## config.mk

```make
export PLATFORM = sky130hd
export DESIGN_NAME = timer_compare_pwm_channels
export DESIGN_NICKNAME = d
export VERILOG_FILES = /design/src/pkg/timer_pwm_pkg.sv /design/src/design/timer_compare_pwm_channels.sv
export VERILOG_INCLUDE_DIRS = /design/src /design/src/pkg
export SDC_FILE = /design/constraint.sdc
export NUM_CORES = 1
export LEC_CHECK = 0
export BUFFER_PORTS_ARGS = -buffer_cell sky130_fd_sc_hd__buf_2
export CAP_MARGIN = 20
export CORE_ASPECT_RATIO = 1.2
export CORE_MARGIN = 2
export CORE_UTILIZATION = 50
export CTS_CLUSTER_DIAMETER = 200
export CTS_CLUSTER_SIZE = 40
export DETAILED_ROUTE_END_ITERATION = 10
export PLACE_DENSITY = 0.76
export SLEW_MARGIN = 15
export SYNTH_ARGS = -nofsm -noshare
export SYNTH_HDL_FRONTEND = slang
export SYNTH_SLANG_ARGS = --single-unit
```

## constraint.sdc

```tcl
create_clock -name sys_clk -period 3.4 [get_ports sys_clk]
set_input_delay 0.34 -clock sys_clk [delete_from_list [all_inputs] [get_ports sys_clk]]
set_output_delay 0.34 -clock sys_clk [all_outputs]
set_load 0.02 [all_outputs]
```

## src/pkg/timer_compare_pwm_channels_cfg.svh

```systemverilog
// Register map, field positions and reset values of the timer channels.
// Assumes byte addresses on a 32-bit Avalon-MM slave.
`ifndef TIMER_COMPARE_PWM_CHANNELS_CFG_SVH
`define TIMER_COMPARE_PWM_CHANNELS_CFG_SVH
`define ADDR_CTRL 6'h00
`define ADDR_SLAVE 6'h04
`define ADDR_EVENT 6'h08
`define ADDR_STATUS 6'h0c
`define ADDR_INTEN 6'h10
`define ADDR_MODE 6'h14
`define ADDR_OUTCFG 6'h18
`define ADDR_COUNTER 6'h1c
`define ADDR_PERIOD 6'h20
`define ADDR_REPEAT 6'h24
`define ADDR_COMPARE1 6'h28
`define ADDR_COMPARE2 6'h2c
`define CTRL_ENABLE_BIT 0
`define CTRL_DIR_BIT 1
`define CTRL_CENTER_LSB 2
`define CTRL_RELOAD_PRE_BIT 4
`define SLAVE_MODE_LSB 0
`define SLAVE_TRIG_LSB 4
`define EVENT_UPDATE_BIT 0
`define MODE_STRIDE 8
`define MODE_ROLE_LSB 0
`define MODE_PRELOAD_BIT 3
`define MODE_OCM_LSB 4
`define OUTCFG_STRIDE 4
`define OUTCFG_EN_BIT 0
`define OUTCFG_POL_BIT 1
`define SLAVE_MODE_RESET 3'h4
`define TRIG_FILTERED_IN1 3'h5
`define CENTER_DOWN_ONLY 2'h1
`define CENTER_UP_ONLY 2'h2
`define CENTER_BOTH 2'h3
`define PERIOD_RESET 16'hffff
`endif

```

## src/pkg/timer_pwm_pkg.sv

```systemverilog
// Types shared by the timer channel logic.
// Assumes nothing of its surroundings.
package timer_pwm_pkg;
   typedef enum logic [2:0] {
      CMP_FROZEN = 3'h0,
      CMP_SET_ACTIVE = 3'h1,
      CMP_SET_INACTIVE = 3'h2,
      CMP_TOGGLE = 3'h3,
      CMP_FORCE_LOW = 3'h4,
      CMP_FORCE_HIGH = 3'h5,
      CMP_PWM1 = 3'h6,
      CMP_PWM2 = 3'h7
   } compare_mode_t;
   typedef enum logic [1:0] {
      ROLE_OUTPUT = 2'h0,
      ROLE_DIRECT = 2'h1,
      ROLE_CROSS = 2'h2,
      ROLE_SPARE = 2'h3
   } channel_role_t;
   typedef logic [1:0] chan_pair_t;
endpackage

```

## src/design/timer_compare_pwm_channels.sv

```systemverilog
// Two capture/compare channels with a small counter, Avalon-MM slave.
// Assumes timer_input pins are asynchronous; all else runs on sys_clk.
// Functional notes
// - PWM input: one input feeds two captures, rising and falling edge.
// - Slave mode 100 with trigger 101 resets the counter on each input 1 edge selected by channel 1 polarity.
// - Role 01 maps input 1 to channel 1; role 10 maps it to channel 2.
// - Only the channel 1 filtered input reaches the slave controller.
// - Output role: mode 101 forces reference high, mode 100 forces low.
// - Forced modes still compare and set the match flag and interrupt.
// - Pin equals reference, inverted when polarity bit is set.
// - On match: 000 hold, 001 active, 010 inactive, 011 toggle.
// - Every match sets the flag, in center mode only in a flagged direction; with enable set it raises interrupt.
// - Compare is evaluated on every counter value.
// - Preload off: compare write acts at once; on: at update event.
// - Mode 110 is PWM1, 111 PWM2; compare sets duty, period the cycle.
// - In PWM mode counter and shadow compare are compared every clock.
// - Center select 01 flags down only, 10 up only, 11 both.
// - Hardware owns direction in center mode; software writes ignored.
// - Counter write 0 or period sets direction; above period keeps it.
// - PWM1 up: high while counter below compare; 0 keeps low.
// - PWM1 down: low while counter above compare, else high.
// - Shadow at or above period: next cycle uses 0, no event at zero.
// - Capture flag clears by software write or by reading capture.
// - Update events only at a wrap with repetition counter zero, by request, or by trigger reset.
//
// Design decisions made here: the Avalon-MM slave port and the placing of the registers.
`include "timer_compare_pwm_channels_cfg.svh"
module timer_compare_pwm_channels #(
   parameter int CNT_W = 16,
   parameter int REP_W = 8
) (
   input wire logic sys_clk,
   input wire logic rst_b,
   input wire logic [5:0] avs_address,
   input wire logic avs_read,
   input wire logic avs_write,
   input wire logic [31:0] avs_writedata,
   input wire logic [3:0] avs_byteenable,
   output logic [31:0] avs_readdata,
   output logic avs_waitrequest,
   input wire timer_pwm_pkg::chan_pair_t timer_input,
   output timer_pwm_pkg::chan_pair_t compare_output_pin,
   output timer_pwm_pkg::chan_pair_t channelIrq
);
   import timer_pwm_pkg::*;

   logic counterEnable_reg;
   logic direction_reg;
   logic [1:0] centerAlign_reg;
   logic reloadPreload_reg;
   logic [2:0] slaveMode_reg;
   logic [2:0] triggerSource_reg;
   logic [1:0] matchFlag_reg;
   logic [1:0] interruptEnable_reg;
   logic [15:0] modeCfg_reg;
   logic [7:0] outputCfg_reg;
   logic [CNT_W-1:0] counterValue_reg;
   logic [CNT_W-1:0] periodLimit_reg;
   logic [CNT_W-1:0] periodShadow_reg;
   logic [REP_W-1:0] repLoad_reg;
   logic [REP_W-1:0] repCount_reg;
   logic [CNT_W-1:0] compareValue_reg [0:1];
   logic [CNT_W-1:0] compareShadow_reg [0:1];
   logic [1:0] zeroSkip_reg;
   logic [1:0] reference_reg;
   logic [1:0] inSync1_reg;
   logic [1:0] inSync2_reg;
   logic [1:0] inSync3_reg;
   logic [1:0] inFilt_reg;
   logic [1:0] inPrev_reg;
   logic [31:0] readMux;
   logic [31:0] beMask;
   logic [31:0] wEff;
   logic writeFire;
   logic readFire;
   logic swUpdate;
   logic trigEdge;
   logic wrap;
   logic updateEvt;
   logic cntWrite;
   logic dirOk;
   logic [1:0] rise;
   logic [1:0] fall;
   logic fi1Edge1;
   logic fi1Edge2;
   logic fi2Edge2;
   logic [1:0] captureEvt;
   logic [1:0] matchHit;
   logic [1:0] matchEvt;
   channel_role_t role [0:1];
   compare_mode_t ocMode [0:1];
   logic [1:0] preloadEn;
   logic [1:0] chEnable;
   logic [1:0] chPolarity;

   // Next reference level from compare mode and the counter
   function automatic logic refNext(input compare_mode_t m, input logic cur,
         input logic hit, input logic dn, input logic [CNT_W-1:0] c,
         input logic [CNT_W-1:0] s);
      logic pwm1;
      pwm1 = dn ? !(c > s) : (c < s);
      case (m)
         CMP_SET_ACTIVE: refNext = hit ? 1'b1 : cur;
         CMP_SET_INACTIVE: refNext = hit ? 1'b0 : cur;
         CMP_TOGGLE: refNext = hit ? !cur : cur;
         CMP_FORCE_LOW: refNext = 1'b0;
         CMP_FORCE_HIGH: refNext = 1'b1;
         CMP_PWM1: refNext = pwm1;
         CMP_PWM2: refNext = !pwm1;
         default: refNext = cur;
      endcase
   endfunction

   // Bus strobes: an access completes at the edge waitrequest is low
   assign writeFire = avs_write && !avs_waitrequest;
   assign readFire = avs_read && !avs_waitrequest;
   assign beMask = {{8{avs_byteenable[3]}}, {8{avs_byteenable[2]}},
      {8{avs_byteenable[1]}}, {8{avs_byteenable[0]}}};
   assign wEff = (avs_writedata & beMask) | (readMux & ~beMask);
   assign swUpdate = writeFire && avs_address == `ADDR_EVENT &&
      wEff[`EVENT_UPDATE_BIT];
   assign cntWrite = writeFire && avs_address == `ADDR_COUNTER;

   // Read multiplexer, unmapped addresses read zero
   always_comb
   begin
      readMux = 32'h0;
      case (avs_address)
         `ADDR_CTRL: readMux[4:0] = {reloadPreload_reg, centerAlign_reg,
            direction_reg, counterEnable_reg};
         `ADDR_SLAVE: readMux[6:0] = {triggerSource_reg, 1'b0,
            slaveMode_reg};
         `ADDR_STATUS: readMux[1:0] = matchFlag_reg;
         `ADDR_INTEN: readMux[1:0] = interruptEnable_reg;
         `ADDR_MODE: readMux[15:0] = modeCfg_reg;
         `ADDR_OUTCFG: readMux[7:0] = outputCfg_reg;
         `ADDR_COUNTER: readMux[CNT_W-1:0] = counterValue_reg;
         `ADDR_PERIOD: readMux[CNT_W-1:0] = periodLimit_reg;
         `ADDR_REPEAT: readMux[REP_W-1:0] = repLoad_reg;
         `ADDR_COMPARE1: readMux[CNT_W-1:0] = compareValue_reg[0];
         `ADDR_COMPARE2: readMux[CNT_W-1:0] = compareValue_reg[1];
         default: readMux = 32'h0;
      endcase
   end

   // One wait cycle per access, then the answer stands for one edge
   always_ff @(posedge sys_clk)
   begin
      if (!rst_b)
      begin
         avs_waitrequest <= 1'b1;
         avs_readdata <= 32'h0;
      end
      else if ((avs_read || avs_write) && avs_waitrequest)
      begin
         avs_waitrequest <= 1'b0;
         avs_readdata <= avs_read ? readMux : 32'h0;
      end
      else
         avs_waitrequest <= 1'b1;
   end

   // Control registers written by software
   always_ff @(posedge sys_clk)
   begin
      if (!rst_b)
      begin
         counterEnable_reg <= 1'b0;
         centerAlign_reg <= 2'h0;
         reloadPreload_reg <= 1'b0;
         slaveMode_reg <= 3'h0;
         triggerSource_reg <= 3'h0;
         interruptEnable_reg <= 2'h0;
         modeCfg_reg <= 16'h0;
         outputCfg_reg <= 8'h0;
         periodLimit_reg <= `PERIOD_RESET;
         repLoad_reg <= '0;
      end
      else if (writeFire)
      begin
         case (avs_address)
            `ADDR_CTRL:
            begin
               counterEnable_reg <= wEff[`CTRL_ENABLE_BIT];
               centerAlign_reg <= wEff[`CTRL_CENTER_LSB +: 2];
               reloadPreload_reg <= wEff[`CTRL_RELOAD_PRE_BIT];
            end
            `ADDR_SLAVE:
            begin
               slaveMode_reg <= wEff[`SLAVE_MODE_LSB +: 3];
               triggerSource_reg <= wEff[`SLAVE_TRIG_LSB +: 3];
            end
            `ADDR_INTEN: interruptEnable_reg <= wEff[1:0];
            `ADDR_MODE: modeCfg_reg <= wEff[15:0];
            `ADDR_OUTCFG: outputCfg_reg <= wEff[7:0];
            `ADDR_PERIOD: periodLimit_reg <= wEff[CNT_W-1:0];
            `ADDR_REPEAT: repLoad_reg <= wEff[REP_W-1:0];
            default: ;
         endcase
      end
   end

   // Input pins: three flops, a level counts once stages two and three agree
   always_ff @(posedge sys_clk)
   begin
      if (!rst_b)
      begin
         inSync1_reg <= 2'h0;
         inSync2_reg <= 2'h0;
         inSync3_reg <= 2'h0;
         inFilt_reg <= 2'h0;
         inPrev_reg <= 2'h0;
      end
      else
      begin
         inSync1_reg <= timer_input;
         inSync2_reg <= inSync1_reg;
         inSync3_reg <= inSync2_reg;
         inFilt_reg <= (inSync2_reg & inSync3_reg) |
            (inFilt_reg & (inSync2_reg | inSync3_reg));
         inPrev_reg <= inFilt_reg;
      end
   end

   // Edges of the filtered inputs with each channel's polarity
   assign rise = inFilt_reg & ~inPrev_reg;
   assign fall = ~inFilt_reg & inPrev_reg;
   assign fi1Edge1 = chPolarity[0] ? fall[0] : rise[0];
   assign fi1Edge2 = chPolarity[1] ? fall[0] : rise[0];
   assign fi2Edge2 = chPolarity[1] ? fall[1] : rise[1];
   assign captureEvt[0] = chEnable[0] && role[0] == ROLE_DIRECT &&
      fi1Edge1;
   assign captureEvt[1] = chEnable[1] && ((role[1] == ROLE_CROSS &&
      fi1Edge2) || (role[1] == ROLE_DIRECT && fi2Edge2));
   // Only the channel 1 filtered edge can trigger the slave controller
   assign trigEdge = slaveMode_reg == `SLAVE_MODE_RESET &&
      triggerSource_reg == `TRIG_FILTERED_IN1 && fi1Edge1;

   // Counter wrap, repetition gate and the update event
   assign wrap = counterEnable_reg && (direction_reg ?
      counterValue_reg == '0 : counterValue_reg >= periodShadow_reg);
   assign updateEvt = swUpdate || trigEdge ||
      (wrap && repCount_reg == '0);
   assign dirOk = centerAlign_reg == 2'h0 ||
      centerAlign_reg == `CENTER_BOTH ||
      (centerAlign_reg == `CENTER_DOWN_ONLY && direction_reg) ||
      (centerAlign_reg == `CENTER_UP_ONLY && !direction_reg);

   // Counter value: software write, update or trigger reset, or count
   always_ff @(posedge sys_clk)
   begin
      if (!rst_b)
         counterValue_reg <= '0;
      else if (cntWrite)
         counterValue_reg <= wEff[CNT_W-1:0];
      else if (swUpdate || trigEdge)
         counterValue_reg <= (direction_reg && centerAlign_reg == 2'h0) ?
            periodShadow_reg : '0;
      else if (wrap && centerAlign_reg != 2'h0)
         counterValue_reg <= direction_reg ? CNT_W'(1) :
            periodShadow_reg - CNT_W'(1);
      else if (wrap)
         counterValue_reg <= direction_reg ? periodShadow_reg : '0;
      else if (counterEnable_reg)
         counterValue_reg <= direction_reg ?
            counterValue_reg - CNT_W'(1) : counterValue_reg + CNT_W'(1);
   end

   // Direction: hardware owns it in center-aligned counting
   always_ff @(posedge sys_clk)
   begin
      if (!rst_b)
         direction_reg <= 1'b0;
      else if (centerAlign_reg != 2'h0)
      begin
         if (cntWrite && wEff[CNT_W-1:0] == '0)
            direction_reg <= 1'b0;
         else if (cntWrite && wEff[CNT_W-1:0] == periodShadow_reg)
            direction_reg <= 1'b1;
         else if (!cntWrite && wrap)
            direction_reg <= !direction_reg;
      end
      else if (writeFire && avs_address == `ADDR_CTRL)
         direction_reg <= wEff[`CTRL_DIR_BIT];
   end

   // Period shadow and repetition counter
   always_ff @(posedge sys_clk)
   begin
      if (!rst_b)
      begin
         periodShadow_reg <= `PERIOD_RESET;
         repCount_reg <= '0;
      end
      else
      begin
         if (!reloadPreload_reg || updateEvt)
            periodShadow_reg <= periodLimit_reg;
         if (swUpdate || trigEdge)
            repCount_reg <= repLoad_reg;
         else if (wrap)
            repCount_reg <= (repCount_reg == '0) ? repLoad_reg :
               repCount_reg - REP_W'(1);
      end
   end

   // Per-channel compare, capture, flag and output logic
   genvar ch;
   generate
      for (ch = 0; ch < 2; ch++)
      begin : g_chan
         logic hitRaw;
         logic capRead;
         logic valWrite;
         assign role[ch] = channel_role_t'(
            modeCfg_reg[ch*`MODE_STRIDE + `MODE_ROLE_LSB +: 2]);
         assign ocMode[ch] = compare_mode_t'(
            modeCfg_reg[ch*`MODE_STRIDE + `MODE_OCM_LSB +: 3]);
         assign preloadEn[ch] =
            modeCfg_reg[ch*`MODE_STRIDE + `MODE_PRELOAD_BIT];
         assign chEnable[ch] =
            outputCfg_reg[ch*`OUTCFG_STRIDE + `OUTCFG_EN_BIT];
         assign chPolarity[ch] =
            outputCfg_reg[ch*`OUTCFG_STRIDE + `OUTCFG_POL_BIT];
         assign valWrite = writeFire &&
            avs_address == (ch == 0 ? `ADDR_COMPARE1 : `ADDR_COMPARE2);
         assign capRead = readFire && role[ch] != ROLE_OUTPUT &&
            avs_address == (ch == 0 ? `ADDR_COMPARE1 : `ADDR_COMPARE2);
         // Equality checked on every counter value, any output mode
         assign hitRaw = role[ch] == ROLE_OUTPUT && counterEnable_reg &&
            counterValue_reg == compareShadow_reg[ch];
         assign matchHit[ch] = hitRaw &&
            !(zeroSkip_reg[ch] && counterValue_reg == '0);
         assign matchEvt[ch] = matchHit[ch] && dirOk;

         // Capture latch and compare preload
         always_ff @(posedge sys_clk)
         begin
            if (!rst_b)
               compareValue_reg[ch] <= '0;
            else if (captureEvt[ch])
               compareValue_reg[ch] <= counterValue_reg;
            else if (valWrite)
               compareValue_reg[ch] <= wEff[CNT_W-1:0];
         end

         // Shadow compare: direct when preload off, else at update
         always_ff @(posedge sys_clk)
         begin
            if (!rst_b)
            begin
               compareShadow_reg[ch] <= '0;
               zeroSkip_reg[ch] <= 1'b0;
            end
            else if (!preloadEn[ch] && valWrite)
               compareShadow_reg[ch] <= wEff[CNT_W-1:0];
            else if (!preloadEn[ch])
               compareShadow_reg[ch] <= compareValue_reg[ch];
            else if (updateEvt)
            begin
               zeroSkip_reg[ch] <=
                  compareShadow_reg[ch] >= periodShadow_reg;
               compareShadow_reg[ch] <=
                  (compareShadow_reg[ch] >= periodShadow_reg) ?
                  '0 : compareValue_reg[ch];
            end
         end

         // Flag: set wins over a software or read clear
         always_ff @(posedge sys_clk)
         begin
            if (!rst_b)
               matchFlag_reg[ch] <= 1'b0;
            else if (matchEvt[ch] || captureEvt[ch])
               matchFlag_reg[ch] <= 1'b1;
            else if (capRead || (writeFire &&
                  avs_address == `ADDR_STATUS && !wEff[ch]))
               matchFlag_reg[ch] <= 1'b0;
         end

         // Reference waveform, output pin and interrupt request
         always_ff @(posedge sys_clk)
         begin
            if (!rst_b)
            begin
               reference_reg[ch] <= 1'b0;
               compare_output_pin[ch] <= 1'b0;
               channelIrq[ch] <= 1'b0;
            end
            else
            begin
               reference_reg[ch] <= refNext(ocMode[ch], reference_reg[ch],
                  matchHit[ch], direction_reg, counterValue_reg,
                  compareShadow_reg[ch]);
               compare_output_pin[ch] <= (role[ch] == ROLE_OUTPUT &&
                  chEnable[ch]) ? reference_reg[ch] ^ chPolarity[ch] :
                  1'b0;
               channelIrq[ch] <= matchFlag_reg[ch] &&
                  interruptEnable_reg[ch];
            end
         end
      end
   endgenerate
endmodule

```

==> results.toml, run 1 <==
[run_status]
run_status = "finished with violations"
violations = "DRC"

[sta]
maxSlewViolCount = 0
finalClockSkew_ns = 0.0827
period_share_pct = 94.0
max_freq_mhz = 313
tightest_slew_ns = 0.779
rsz0062_at_grt = "no"
min_period_ns = 3.19
max_slew_margin_pct = 48.1
hold_violations = 0
final-setup-viol-count = 0

[clock_network]
clk_pin_slew_ns = 0.17
cts_tree = "done"
clock_sinks = 202
clockBufferDepth = 3
cts_root_buffer = "clkbuf_16"
clk_latency_ns = 0.51
cts_hold_buf = 0
cts_setup_buffers = 0
cts_resized = 0
cts_made_buffers = 9
cts_max_level = 1

[logic_synthesis]
synth_cells = 1501
synthDistinctLibCells = 82
yosysWarningCount = 0
ys.flop_type = "dfxtp_1"
synth-seq-cells = 202
synth_edf_count = 64
synth-seq-area-share_pct = 36.7
synth_area_mm2 = 0.0128
async_flop_share_pct = 0
synth_area_per_cell_um2 = 8.51

[placement]
post_dp_cell_area_mm2 = 0.0139
port-buffer-count = 50
gp_congestion = 1.00
dp_hpwl_um = 34200

[power_and_ir_drop]
switchingPower_mw = 1.13
power_frac_seq_pct = 59.2
ir_worst_vdd_mv = 0.388
power.leakage_nw = 6.34
power_density_mw_per_mm2 = 303
p_clk_share_pct = 30.6
p_int_mw = 3.17
switching_share_pct = 26.2
p_comb_share_pct = 10.2

[global_route]
grt_overflow = 0
antenna_found_initial = 1
grt_pass1_wl_um = 69000
grt_use_total_pct = 34.0
grt_max_degree = 106
grt_pass1_vias = 12100

[layout]
final_area_mm2 = 0.0142
post-route-util_pct = 56.1
fin_nets = 1732
antenna_cells = 0
syn2layout_area_growth_pct = 11.3
drive_gt1_share_pct = 12.8

[die]
start_util_pct = 50.5
num_rows = 64
die_area_mm2 = 0.0268
die_w_um = 150
coreArea_mm2 = 0.0253
die_h_um = 179
ios = 85

[hold_path]
min_path_type = "primary input to register"
holdPathEnd = "inSync1_reg[1]"
hold_depth = 2
hp-start = "timer_input[1]"

[setup_path]
crit_path_max_fanout = 10
r2r-end = "compareShadow_reg[1][10]"
r2r-start = "periodShadow_reg[9]"
reg2reg_slack_ns = 0.21
crit_type = "register to register"
worstPathArrival_ns = 3.56
critPathCaptureType = "register"
cp.required_ns = 3.76
crit_path_start_kind = "register"
rr_worst_depth = 13

[flow_run]
cap_violations = 0

[drt]
ant_nets = 0
vias_per_cell = 6.61
first_pass_iters = 11
wirelength_um = 45600
route.detailed.drc = 3
via_count = 12700
wl_per_cell_um = 23.8
drt_iter0_markers = 1908
[cell type report]
| class | instances | area [um^2] |
|---|---|---|
| Inverter | 68 | 256 |
| Timing Repair Buffer | 171 | 1200 |
| Tap cell | 330 | 413 |
| Sequential cell | 202 | 4680 |
| Clock buffer | 12 | 236 |
| Clock inverter | 1 | 30.0 |
| Fill cell | 2315 | 11100 |
| Multi-Input combinational cell | 1131 | 7380 |
[metal layers]
metal  vias up  wire length (um)  track usage, %
met5         -                 0               0
met4         0              3620            21.7
met3       281              5350            6.44
met2       934             20300            55.0
met1      5807             16300            41.4
li1       5633                 -               -
[cell families after synthesis]
family,Yosys count,share of synthesized area (%)
other cells,1,0.0294
buf+inv,183,6.09
simple gates,520,19.6
flops,202,36.7
mux,14,1.14
xor+xnor,34,2.33
fa+ha+maj,101,9.96
compound gates,446,24.2
[layout by cell type (no fill, tap or decap), drive strengths merged, types with 6 or more instances in the layout]
cell type	instances
a21oi	125
a221oi	8
a31oi	7
a21o	32
conb	16
o211ai	37
dfxtp	138
buf	171
a221o	8
nor2b	8
nor4	15
o21ai	58
a211oi	10
xnor2	27
nand2	132
nor2	162
edfxtp	64
or3	9
a22oi	25
and2	22
a22o	21
o21a	15
nand3	59
nand2b	19
clkbuf	12
ha	100
xor2	7
nor3	25
inv	66
o31ai	13
a2bb2oi	6
and3	18
mux2i	13
o2bb2ai	25
nand4	21
[worst max path at each step]
stage,from,to,slack [ns],cells after the start
final,periodShadow_reg[9],compareShadow_reg[1][10],0.21,13
after global routing,counterValue_reg[2],counterValue_reg[12],0.02,10
after CTS,counterValue_reg[0],counterValue_reg[5],0.08,13
after detailed placement,avs_address[5],counterValue_reg[5],0.08,13
after global placement,avs_address[5],counterValue_reg[5],0.24,12
after floorplan,periodShadow_reg[13],compareShadow_reg[0][0],-0.06,12
[stage by stage]
stage	hold slack (ns)	setup TNS, ns	cells	power (mW)	setup WS (ns)
after global placement	0.421	0	1901	3.01	0.237
final	0.0506	0	1915	4.30	0.206
after detailed placement	0.421	0	1901	3.02	0.0809
after floorplan	0.412	-1.99	1516	2.84	-0.0622
after CTS	0.0488	0	1914	4.29	0.0832
after global routing	0.0394	0	1915	4.39	0.0177
[worst max-delay path: stages (launching register included)]
cell and delay [ns]:
dfxtp_1 0.34, inv_1 0.27, ha_1 0.31, a21o_1 0.16, a21o_1 0.17, a21o_1 0.17
a21oi_1 0.22, o211ai_1 0.18, a211oi_1 0.33, buf_4 0.20, nand4_1 0.13, o21ai_1 0.16
buf_4 0.22, a22o_1 0.17
[Yosys cell counts, types with 10 or more instances]
| library cell | n | share of area [%] |
|---|---|---|
| and3_1 | 18 | 0.88 |
| dfxtp_1 | 138 | 22 |
| nand3_1 | 59 | 2.3 |
| o31ai_1 | 10 | 0.59 |
| o21a_1 | 15 | 0.88 |
| mux2i_1 | 12 | 0.94 |
| nor3_1 | 24 | 0.94 |
| a211oi_1 | 10 | 0.59 |
| o211ai_1 | 37 | 2.2 |
| a22o_1 | 21 | 1.4 |
| nand4_1 | 21 | 1.0 |
| a22oi_1 | 25 | 1.5 |
| ha_1 | 100 | 9.8 |
| xnor2_1 | 27 | 1.9 |
| nand2_1 | 132 | 3.9 |
| edfxtp_1 | 64 | 15 |
| buf_4 | 16 | 0.94 |
| nor2_1 | 162 | 4.8 |
| o21ai_0 | 54 | 2.1 |
| nand2b_1 | 19 | 0.93 |
| and2_1 | 16 | 0.78 |
| nor4_1 | 15 | 0.74 |
| clkbuf_1 | 82 | 2.4 |
| o2bb2ai_1 | 25 | 1.7 |
| buf_2 | 11 | 0.43 |
| a21oi_1 | 125 | 4.9 |
| a21o_1 | 32 | 1.9 |
| inv_1 | 67 | 2.0 |
[power by group through the flow]
stage          clock (mW)  combinational (mW)  sequential (mW)
2_1_floorplan           0               0.254             2.59
3_3_place_gp            0               0.412             2.60
3_5_place_dp            0               0.418             2.60
4_1_cts              1.32               0.420             2.54
5_1_grt              1.38               0.458             2.55
6_report             1.32               0.438             2.55
(Power assumes the default switching activity.)
==> inputs of run 2 (changes only) <==
--- a/config.mk
+++ b/config.mk
@@ -8,7 +8,7 @@
 export LEC_CHECK = 0
 export BUFFER_PORTS_ARGS = -buffer_cell sky130_fd_sc_hd__buf_2
 export CAP_MARGIN = 20
-export CORE_ASPECT_RATIO = 1.2
+export CORE_ASPECT_RATIO = 0.75
 export CORE_MARGIN = 2
 export CORE_UTILIZATION = 50
 export CTS_CLUSTER_DIAMETER = 200
==> results.toml, run 2 (synthesized netlist as in run 1, its figures left out) <==
[setup_path]
crit_path_max_fanout = 11
worstPathArrival_ns = 3.62
r2r-start = "counterValue_reg[0]"
crit_buf_inv = 4
crit_start = "counterValue_reg[0]"
crit_path_start_kind = "register"
path_cells = "inv_1 > ha_1 > nand2b_1 > a21o_1 > a211oi_1 > o31ai_1 > buf_4 > a2bb2oi_1 > buf_4 > buf_4 > o21a_2 > a211oi_1 > a2111oi_1"
crit_family = "compound AO/OA/AOI/OAI gates"
cp.required_ns = 3.77
slowest_stage = "a2111oi_1"
crit_type = "register to register"
crit_top_cell = "buf_4"
slowest_delay_ns = 0.50
critPathCaptureType = "register"

[layout]
drive_gt1_share_pct = 13.7
stdcell_count = 1940
post-route-util_pct = 57.4
most-common-layout-cells = "nor2_1 (162), dfxtp_1 (138), nand2_1 (132), buf_4 (132), a21oi_1 (125)"
fillCellCount = 2261
final_area_mm2 = 0.0144
syn2layout_area_growth_pct = 12.4
fin_nets = 1748
final_common_cell = "nor2_1"

[global_route]
antenna_found_initial = 3
grt_pass1_wl_um = 70500
grt_pass1_vias = 11600
grt_overflow = 0
grt_max_degree = 69
grt_use_total_pct = 34.5

[run_status]
run_status = "finished, final reports clean"

[clock_network]
clock_sinks = 202
cts_root_buffer = "clkbuf_16"
cts_tree = "done"
clk_latency_ns = 0.52
clockBufferDepth = 3
clk_pin_slew_ns = 0.16
cts_max_level = 1
cts_made_buffers = 9

[drt]
routed-wl-met2_um = 18600
vias_per_cell = 6.53
top_layer = "met5"
ant_nets = 0
wirelength_um = 46800
drt_iter0_markers = 2267
wl_per_cell_um = 24.1
wl_met3_um = 6860
via_count = 12700
route.detailed.drc = 0
wl_met1_um = 18800
first_pass_iters = 6

[sta]
finalClockSkew_ns = 0.0903
tightest_slew_ns = 0.883
period_share_pct = 95.6
hold_violations = 0
fin_hold_ws_ns = 0.0422
timing.final.ws_setup_ns = 0.148
maxSlewViolCount = 0
max_freq_mhz = 308
final-setup-viol-count = 0
max_slew_margin_pct = 41.0
min_period_ns = 3.25

[die]
start_util_pct = 51.0
num_rows = 50
die_h_um = 142
ios = 85
die_area_mm2 = 0.0268
coreArea_mm2 = 0.0250
die_w_um = 189

[placement]
dp_hpwl_um = 35700
gp_congestion = 1.04
post_dp_cell_area_mm2 = 0.0141
placed_cells = 1926
dp_slack_ns = 0.0437
port-buffer-count = 50

[power_and_ir_drop]
power.leakage_nw = 6.44
power_density_mw_per_mm2 = 302
ir_worst_vdd_mv = 0.336

[flow_run]
cap_violations = 0

[hold_path]
min_path_type = "primary input to register"
hp-start = "timer_input[0]"
## run 2: repair_timing
action | in CTS | in global routing
setup endpoints to repair | 1 | 7
setup buffers | 0 | 0
gates resized for setup | 1 | 1
cloned | 0 | 0
hold buffers | 0 | 0
## run 2: metal layers
| layer | GRT usage (%) | vias up |
|---|---|---|
| met2 | 49.7 | 927 |
| li1 | - | 5680 |
| met3 | 10.5 | 184 |
| met4 | 13.4 | 4 |
| met5 | 0 | - |
| met1 | 48.3 | 5878 |
## run 2: final timing paths
kind | slack [ns] | depth (start not counted) | to
setup reg to reg | 0.15 | 13 | counterValue_reg[5]
setup / recovery | 0.15 | 13 | counterValue_reg[5]
hold reg to reg | 0.45 | 1 | inSync2_reg[1]
hold / removal | 0.04 | 2 | inSync1_reg[0]
## run 2: stage by stage
step | total power [mW] | setup TNS [ns]
final | 4.34 | 0
after global routing | 4.42 | -0.0199
after CTS | 4.31 | 0
after detailed placement | 3.01 | 0
after global placement | 3.00 | -0.0135
after floorplan | 2.84 | -1.99
## run 2: report_power, final
part	internal, mW	switching [mW]
Clock	0.513	0.838
Combinational	0.142	0.294
Sequential	2.52	0.0310
Total	3.17	1.16
## run 2: layout make-up
cell class	instances	area, um^2	share of cell area, %
flip-flops and latches	202	4680	32.6
clock buffers	12	236	1.65
multi-input cells	1131	7380	51.4
clock inverters	1	30.0	0.209
well taps	338	423	2.95
repair buffers	187	1340	9.34
inverters	68	256	1.79
diodes	1	2.50	0.0174
